File: src/common/exec_pkg.sv
// Constants, opcode patterns and types shared by the instruction execution block.
package exec_pkg;
	localparam int DATA_W = 8;
	localparam int ADDR_W = 12;
	localparam int BANK_W = 4;
	// Operand bit positions inside the 16-bit opcode.
	localparam int DEST_BIT   = 9;
	localparam int ACCESS_BIT = 8;
	// Opcode patterns, matched on the upper opcode bits; sleep is matched on all 16 opcode bits.
	localparam logic [5:0]  ROT_RIGHT_CODE  = 6'h10;
	localparam logic [6:0]  SET_ONES_CODE   = 7'h34;
	localparam logic [5:0]  SUB_FWB_CODE    = 6'h15;
	localparam logic [5:0]  SUB_WF_CODE     = 6'h17;
	localparam logic [7:0]  SUB_LW_CODE     = 8'h08;
	localparam logic [15:0] SLEEP_CODE      = 16'h0003;
	localparam logic [15:0] NOP_CODE        = 16'h0000;
	// Data addressing.
	localparam logic [7:0] INDEX_LIMIT    = 8'h5F;
	localparam logic [7:0] ACCESS_SPLIT   = 8'h60;
	localparam logic [3:0] ACCESS_LO_BANK = 4'h0;
	localparam logic [3:0] ACCESS_HI_BANK = 4'hF;
	localparam logic [7:0] ALL_ONES       = 8'hFF;
	localparam logic [7:0] ZERO_BYTE      = 8'h00;
	// Reset values.
	localparam logic [7:0]  W_RESET       = 8'h00;
	localparam logic [4:0]  STATUS_RESET  = 5'h00;
	localparam logic        TIMEOUT_RESET = 1'b1;
	localparam logic        PD_RESET      = 1'b1;
	localparam logic [11:0] ADDR_RESET    = 12'h000;

	typedef struct packed
	{
		logic n;
		logic ov;
		logic z;
		logic dc;
		logic c;
	} status_type;

	typedef enum {PH_Q1, PH_Q2, PH_Q3, PH_Q4} phase_type;

	typedef enum {OP_NONE, OP_ROT, OP_SET_FILE_ALL_ONES_OP, OP_SLEEP, OP_SUB_FILE_FROM_W_BORROW_OP, OP_SUB_W_FROM_LITERAL_OP, OP_SUB_W_FROM_FILE_OP} op_type;
endpackage

File: src/core/rot_set_sleep_sub_exec.sv
// Four-phase decode and execute unit for rotate, set, sleep and subtract instructions.
//
// How it works
// - Opcode 0100 00da rotates the addressed file register right by one with bit 0 moving into bit 7.
// - The right rotate updates only the negative and zero flags and keeps carry, overflow and digit carry.
// - Destination bit 0 sends the result to W and destination bit 1 writes it back to the file register.
// - Access bit 0 addresses the access bank ignoring the bank select register, access bit 1 uses that register.
// - Access bit 0 with the extended set enabled and address at most 95 uses indexed literal offset addressing.
// - Opcode 0110 100a writes FFh into the addressed file register and leaves all flags alone.
// - Sleep clears the watchdog count and its postscaler.
// - Sleep sets the time-out status bit and clears the power-down status bit.
// - After the fourth phase of a sleep the unit enters sleep mode with the oscillator stopped.
// - A wake-up caused by the watchdog clears the time-out status bit.
// - Subtract with borrow computes W minus file minus inverted carry and writes the chosen destination.
`timescale 1ns/1ps
module rot_set_sleep_sub_exec
	import exec_pkg::*;
(
	// Clock and reset.
	input  wire logic                clk_sys_in,
	input  wire logic                resetn_in,
	// Instruction fetch.
	input  wire logic [15:0]         opcode_in,
	input  wire logic                opcode_valid_in,
	// Addressing configuration.
	input  wire logic [BANK_W-1:0]   bank_select_register_in,
	input  wire logic [ADDR_W-1:0]   index_base_in,
	input  wire logic                ext_set_en_in,
	// Wake sources from outside the clock domain.
	input  wire logic                wake_in,
	input  wire logic                wdt_wake_in,
	// Data memory.
	input  wire logic [DATA_W-1:0]   mem_rd_data_in,
	output logic      [ADDR_W-1:0]   mem_addr_out,
	output logic                     mem_wr_en_out,
	output logic      [DATA_W-1:0]   mem_wr_data_out,
	// Core state.
	output logic      [DATA_W-1:0]   w_out,
	output status_type               status_out,
	output logic                     timeout_status_bit_out,
	output logic                     power_down_status_bit_out,
	output logic                     wdt_clear_out,
	output logic                     sleep_out
);

	////////////////////////////////////////////////////////////////////////////////
	// Wake synchronisers.

	logic [1:0] wake_sync_r;
	logic [1:0] wake_sync_nxt;
	logic [1:0] wdt_sync_r;
	logic [1:0] wdt_sync_nxt;
	logic       wake_s;
	logic       wdt_wake_s;

	always_comb
	begin
		wake_sync_nxt = {wake_sync_r[0], wake_in};
		wdt_sync_nxt  = {wdt_sync_r[0], wdt_wake_in};
	end

	always_ff @(posedge clk_sys_in or negedge resetn_in)
	begin
		if (!resetn_in)
		begin
			wake_sync_r <= 2'h0;
			wdt_sync_r  <= 2'h0;
		end
		else
		begin
			wake_sync_r <= wake_sync_nxt;
			wdt_sync_r  <= wdt_sync_nxt;
		end
	end

	assign wake_s     = wake_sync_r[1];
	assign wdt_wake_s = wdt_sync_r[1];

	////////////////////////////////////////////////////////////////////////////////
	// Decode.

	function automatic op_type decode(input logic [15:0] op);
		op_type kind;
		kind = OP_NONE;
		if (op[15:10] == ROT_RIGHT_CODE)
			kind = OP_ROT;
		else if (op[15:9] == SET_ONES_CODE)
			kind = OP_SET_FILE_ALL_ONES_OP;
		else if (op == SLEEP_CODE)
			kind = OP_SLEEP;
		else if (op[15:10] == SUB_FWB_CODE)
			kind = OP_SUB_FILE_FROM_W_BORROW_OP;
		else if (op[15:8] == SUB_LW_CODE)
			kind = OP_SUB_W_FROM_LITERAL_OP;
		else if (op[15:10] == SUB_WF_CODE)
			kind = OP_SUB_W_FROM_FILE_OP;
		return kind;
	endfunction

	////////////////////////////////////////////////////////////////////////////////
	// Execution state.

	phase_type             phase_r;
	phase_type             phase_nxt;
	op_type                op_r;
	op_type                op_nxt;
	logic [15:0]           instr_r;
	logic [15:0]           instr_nxt;
	logic [ADDR_W-1:0]     addr_r;
	logic [ADDR_W-1:0]     addr_nxt;
	logic [DATA_W-1:0]     opnd_r;
	logic [DATA_W-1:0]     opnd_nxt;
	logic [DATA_W-1:0]     res_r;
	logic [DATA_W-1:0]     res_nxt;
	status_type            flags_r;
	status_type            flags_nxt;
	logic                  we_r;
	logic                  we_nxt;
	logic                  ww_r;
	logic                  ww_nxt;
	logic [DATA_W-1:0]     w_r;
	logic [DATA_W-1:0]     w_nxt;
	status_type            status_r;
	status_type            status_nxt;
	logic                  to_r;
	logic                  to_nxt;
	logic                  pd_r;
	logic                  pd_nxt;
	logic                  wdtclr_r;
	logic                  wdtclr_nxt;
	logic                  sleep_r;
	logic                  sleep_nxt;

	always_comb
	begin
		logic [7:0] fa;
		logic [7:0] sa;
		logic [7:0] sb;
		logic       cin;
		logic [8:0] sum9;
		logic [4:0] nib5;
		fa = opcode_in[7:0];
		sa = ZERO_BYTE;
		sb = ZERO_BYTE;
		cin = 1'b1;
		sum9 = 9'h000;
		nib5 = 5'h00;
		phase_nxt = phase_r;
		op_nxt = op_r;
		instr_nxt = instr_r;
		addr_nxt = addr_r;
		opnd_nxt = opnd_r;
		res_nxt = res_r;
		flags_nxt = flags_r;
		we_nxt = 1'b0;
		ww_nxt = ww_r;
		w_nxt = w_r;
		status_nxt = status_r;
		to_nxt = to_r;
		pd_nxt = pd_r;
		wdtclr_nxt = 1'b0;
		sleep_nxt = sleep_r;
		// Subtract operands: a minus b minus borrow, borrow being the inverted carry.
		case (op_r)
			OP_SUB_FILE_FROM_W_BORROW_OP:
			begin
				sa = w_r;
				sb = opnd_r;
				cin = status_r.c;
			end
			OP_SUB_W_FROM_LITERAL_OP:
			begin
				sa = instr_r[7:0];
				sb = w_r;
			end
			OP_SUB_W_FROM_FILE_OP:
			begin
				sa = opnd_r;
				sb = w_r;
			end
			default:
			begin
				sa = ZERO_BYTE;
				sb = ZERO_BYTE;
			end
		endcase
		sum9 = {1'b0, sa} + {1'b0, ~sb} + {8'h00, cin};
		nib5 = {1'b0, sa[3:0]} + {1'b0, ~sb[3:0]} + {4'h0, cin};
		if (sleep_r)
		begin
			// The oscillator is stopped, only the wake logic looks on.
			if (wdt_wake_s)
				to_nxt = 1'b0;
			if (wake_s || wdt_wake_s)
				sleep_nxt = 1'b0;
		end
		else
		begin
			case (phase_r)
				PH_Q1:
				begin
					instr_nxt = opcode_valid_in ? opcode_in : NOP_CODE;
					op_nxt = decode(instr_nxt);
					if (opcode_in[ACCESS_BIT])
						addr_nxt = {bank_select_register_in, fa};
					else if (ext_set_en_in && fa <= INDEX_LIMIT)
						addr_nxt = index_base_in + {4'h0, fa};
					else if (fa < ACCESS_SPLIT)
						addr_nxt = {ACCESS_LO_BANK, fa};
					else
						addr_nxt = {ACCESS_HI_BANK, fa};
					phase_nxt = PH_Q2;
				end
				PH_Q2:
				begin
					opnd_nxt = mem_rd_data_in;
					phase_nxt = PH_Q3;
				end
				PH_Q3:
				begin
					flags_nxt = status_r;
					ww_nxt = 1'b0;
					case (op_r)
						OP_ROT:
						begin
							res_nxt = {opnd_r[0], opnd_r[7:1]};
							flags_nxt.n = opnd_r[0];
							flags_nxt.z = (opnd_r == ZERO_BYTE);
							we_nxt = instr_r[DEST_BIT];
							ww_nxt = !instr_r[DEST_BIT];
						end
						OP_SET_FILE_ALL_ONES_OP:
						begin
							res_nxt = ALL_ONES;
							we_nxt = 1'b1;
						end
						OP_SLEEP:
							wdtclr_nxt = 1'b1;
						OP_SUB_FILE_FROM_W_BORROW_OP, OP_SUB_W_FROM_LITERAL_OP, OP_SUB_W_FROM_FILE_OP:
						begin
							res_nxt = sum9[7:0];
							flags_nxt.c = sum9[8];
							flags_nxt.dc = nib5[4];
							flags_nxt.n = sum9[7];
							flags_nxt.z = (sum9[7:0] == ZERO_BYTE);
							flags_nxt.ov = (sa[7] != sb[7]) && (sum9[7] != sa[7]);
							we_nxt = (op_r != OP_SUB_W_FROM_LITERAL_OP) && instr_r[DEST_BIT];
							ww_nxt = (op_r == OP_SUB_W_FROM_LITERAL_OP) || !instr_r[DEST_BIT];
						end
						default:
							res_nxt = res_r;
					endcase
					phase_nxt = PH_Q4;
				end
				PH_Q4:
				begin
					if (ww_r)
						w_nxt = res_r;
					status_nxt = flags_r;
					if (op_r == OP_SLEEP)
					begin
						to_nxt = 1'b1;
						pd_nxt = 1'b0;
						sleep_nxt = 1'b1;
					end
					phase_nxt = PH_Q1;
				end
				default:
					phase_nxt = PH_Q1;
			endcase
		end
	end

	always_ff @(posedge clk_sys_in or negedge resetn_in)
	begin
		if (!resetn_in)
		begin
			phase_r <= PH_Q1;
			op_r <= OP_NONE;
			instr_r <= NOP_CODE;
			addr_r <= ADDR_RESET;
			opnd_r <= ZERO_BYTE;
			res_r <= ZERO_BYTE;
			flags_r <= STATUS_RESET;
			we_r <= 1'b0;
			ww_r <= 1'b0;
			w_r <= W_RESET;
			status_r <= STATUS_RESET;
			to_r <= TIMEOUT_RESET;
			pd_r <= PD_RESET;
			wdtclr_r <= 1'b0;
			sleep_r <= 1'b0;
		end
		else
		begin
			phase_r <= phase_nxt;
			op_r <= op_nxt;
			instr_r <= instr_nxt;
			addr_r <= addr_nxt;
			opnd_r <= opnd_nxt;
			res_r <= res_nxt;
			flags_r <= flags_nxt;
			we_r <= we_nxt;
			ww_r <= ww_nxt;
			w_r <= w_nxt;
			status_r <= status_nxt;
			to_r <= to_nxt;
			pd_r <= pd_nxt;
			wdtclr_r <= wdtclr_nxt;
			sleep_r <= sleep_nxt;
		end
	end

	assign mem_addr_out = addr_r;
	assign mem_wr_en_out = we_r;
	assign mem_wr_data_out = res_r;
	assign w_out = w_r;
	assign status_out = status_r;
	assign timeout_status_bit_out = to_r;
	assign power_down_status_bit_out = pd_r;
	assign wdt_clear_out = wdtclr_r;
	assign sleep_out = sleep_r;
endmodule

File: config.mk
export PLATFORM = sky130hd
export DESIGN_NAME = rot_set_sleep_sub_exec
export DESIGN_NICKNAME = d
export VERILOG_FILES = /design/src/common/exec_pkg.sv /design/src/core/rot_set_sleep_sub_exec.sv
export SDC_FILE = /design/constraint.sdc
export NUM_CORES = 1
export LEC_CHECK = 0
export CORE_ASPECT_RATIO = 0.5
export CORE_UTILIZATION = 58
export DETAILED_ROUTE_END_ITERATION = 12
export DONT_BUFFER_PORTS = 1
export PLACE_DENSITY = 0.81
export SYNTH_ARGS = -nofsm -noshare
export SYNTH_HDL_FRONTEND = slang
export SYNTH_SLANG_ARGS = --single-unit
File: constraint.sdc
create_clock -name clk_sys_in -period 3 [get_ports clk_sys_in]
set_clock_uncertainty 0.05 [all_clocks]
set_input_delay 0.6 -clock clk_sys_in [delete_from_list [all_inputs] [get_ports clk_sys_in]]
set_output_delay 0.6 -clock clk_sys_in [all_outputs]
set_load 0.005 [all_outputs]
==> impl_metrics.json <==
{
  "yosys_most_used_dff": "dfrtp_1",
  "num_vias": 3466,
  "gp_congestion": 0.8939,
  "crit_type": "reg2reg",
  "avgSynthCellArea_um2": 9.110,
  "tritoncts": "built",
  "p_leak_nw": 2.145,
  "cts.sinks": 70,
  "n_antenna_cell": 0,
  "htreeDepth": 3,
  "r2r-end": "flags_r[0]",
  "path_max_fanout": 7,
  "initial_core_util": 0.6150,
  "critPathCaptureType": "flip-flop",
  "synth-seq-area-share": 0.4159,
  "worstRegToRegCells": 12,
  "period_minus_slack_ns": 2.836,
  "drc": 0,
  "clock_path_buffers": 2,
  "cp.arrival_ns": 3.01,
  "rows": 21,
  "synth-seq-cells": 70,
  "clk_pin_slew_ns": 0.06,
  "holdWs_ns": 0.05351,
  "outcome": "complete, no violations",
  "tightestPinTransition_ns": 0.7120,
  "grt_use_total": 0.2824,
  "r2r_start": "op_r[1]",
  "required_ns": 3.17,
  "synthArstFlopShare": 1.000,
  "dp_cells": 549,
  "top_level_ports": 84,
  "timing.final.crit_share": 0.9454,
  "maxSlewHeadroom": 0.5243,
  "clockRootBuffer": "clkbuf_16",
  "hpwl_um": 7177,
  "core_um2": 6858,
  "detail_route.wl_per_cell_um": 17.47,
  "post-route-util": 0.6970,
  "floorplan.die_area_um2": 7638,
  "wl_um": 9906,
  "synth_fp_nets": 532,
  "die_w_um": 122.6,
  "clk_latency_ns": 0.33,
  "synthCells": 463,
  "antenna_found_initial": 0,
  "setup_viol_count_final": 0,
  "vias_per_cell": 6.113,
  "portBuffers": 0,
  "syn_area_um2": 4218,
  "firstDrtPassIters": 5,
  "drive_gt1_frac": 0.1516,
  "grt_max_degree": 69,
  "fin_area_um2": 4780,
  "synth_cell_types": 53,
  "syn2layout_area_growth_pct": 13.32,
  "hp-class": "in2async",
  "fin_nets": 539,
  "fmax_mhz": 352.6,
  "cp-start-kind": "flip-flop",
  "placed_area_um2": 4362,
  "layout_common_cells": "nand2_1 (72), dfrtp_1 (65), o21ai_0 (29), nor2_1 (24), a21oi_1 (24)",
  "grt_pass1_wl_um": 16500,
  "globalRouteOverflowTotal": 0,
  "die_h_um": 62.30,
  "peakVddDrop_mv": 0.4118,
  "final_cells": 567,
  "final-hold-violation-count": 0,
  "rsz0062_at_grt": "yes",
  "drt_iter0_markers": 238,
  "first_global_vias": 3312,
  "final_antenna_net_count": 0,
  "cellPowerDensity_nw_per_um2": 946.4,
  "synth-edff-count": 0,
  "yosysWarnings": 0,
  "tns_ns": 0,
  "drv_cap": 0,
  "final_common_cell": "nand2_1",
  "drv_slew": 0,
  "cts_buffers": 9,
  "r2r_setup_slack_ns": 0.16
}
==> kinds of logic after synthesis <==
logic type	after synthesis	share of synthesized area
AO/OA/AOI/OAI	123	0.1827
XOR/XNOR	6	0.01246
multiplexers	32	0.08247
adder cells (fa/ha/maj)	23	0.07357
AND/OR/NAND/NOR	172	0.1988
buffers and inverters	37	0.03411
flip-flops	70	0.4159
==> cell usage after synthesis, types with 2 or more instances <==
cell	n	area share
o21ai_1	8	0.0095
buf_2	4	0.0047
ha_1	20	0.059
nand3_1	16	0.019
a21boi_1	2	0.0036
nor2b_1	10	0.015
o211ai_1	3	0.0053
or2_1	2	0.0030
inv_1	16	0.014
or3_1	2	0.0030
nor3b_1	2	0.0036
o22ai_1	9	0.013
nand2_1	72	0.064
and3_1	2	0.0030
xor2_1	3	0.0062
mux2_2	22	0.059
a21oi_1	25	0.030
or2_2	2	0.0030
a31oi_1	5	0.0074
nor2_1	24	0.021
and2_1	9	0.013
a211oi_1	4	0.0071
nand3b_1	3	0.0053
o21ai_0	30	0.036
fa_1	3	0.014
nand2b_1	6	0.0089
nor3_1	10	0.012
a22o_1	9	0.019
clkbuf_1	17	0.015
o21a_1	3	0.0053
o21bai_1	2	0.0036
nor4b_1	2	0.0042
dfrtp_1	68	0.40
o31ai_1	7	0.012
a22oi_1	3	0.0053
dfstp_2	2	0.012
mux2i_1	10	0.024
xnor2_1	3	0.0062
nor4_1	4	0.0059
a21o_1	6	0.011
==> metrics by stage <==
step	setup WS (ns)	power, mW
after global placement	0.1540	3.185
after global routing	-0.004748	4.845
after floorplan	0.1137	2.741
after detailed placement	0.04673	3.247
final	0.1637	4.524
after CTS	0.03419	4.516
==> power breakdown <==
part	internal (mW)	leakage, nW	switching (mW)
logic	0.711	1.11	0.846
clock network	0.815	0.166	0.408
registers	1.33	0.869	0.409
total	2.86	2.14	1.66
==> worst max path at each step <==
| stage | from | end | slack (ns) |
|---|---|---|---|
| final | op_r[1] | flags_r[0] | 0.16 |
| after global routing | op_r[0] | flags_r[2] | -0.005 |
| after CTS | op_r[1] | flags_r[2] | 0.03 |
| after detailed placement | op_r[1] | flags_r[2] | 0.05 |
| after global placement | op_r[1] | flags_r[2] | 0.15 |
| after floorplan | op_r[1] | flags_r[2] | 0.11 |
==> area by class of cell <==
type / count / area (µm²)
Fill cell: 521 / 2078
Tap cell: 92 / 115.1
Timing Repair Buffer: 17 / 147.6
Clock inverter: 7 / 120.1
Inverter: 16 / 60.06
Multi-Input combinational cell: 356 / 2354
Sequential cell: 70 / 1758
Clock buffer: 9 / 225.2
==> what timing repair did <==
item                                    in CTS  in global routing
endpoints found under the setup margin       0                  7
hold endpoints to repair                    68                  0
gates resized for setup                      0                 12
hold buffers                                 1                  0
buffers inserted                             0                  1
==> state kept, by name, indices dropped and copies added (netlist names) <==
name	flops
power_down_status_bit_out	1
sleep_out	1
op_r	3
ww_r	1
instr_r	9
wdt_sync_r	2
mem_wr_en_out	1
flags_r	5
mem_addr_out	12
timeout_status_bit_out	1
opnd_r	8
wdt_clear_out	1
mem_wr_data_out	8
wake_sync_r	2
w_out	8
phase_r	2
status_out	5
==> metal layers <==
metal,share of wire,global-route usage,wire length (µm),vias to the layer above
met5,0,0,0,-
met4,0.018,0.08689,174,0
met3,0.077,0.08364,761,17
met2,0.44,0.4235,4333,134
met1,0.47,0.3927,4637,1643
li1,-,-,-,1672
==> critical path, cell delays in order, from the launching register on <==
cell      delay [ns]
dfrtp_2         0.45
buf_4           0.17
nor2_1          0.14
buf_4           0.19
a22o_1          0.14
nand2_1         0.05
ha_1            0.33
nor2b_2         0.18
o31ai_1         0.37
a21oi_1         0.17
o21ai_0         0.22
a211oi_1        0.11
a21o_1          0.17
Power figures use the tool's default switching activity.
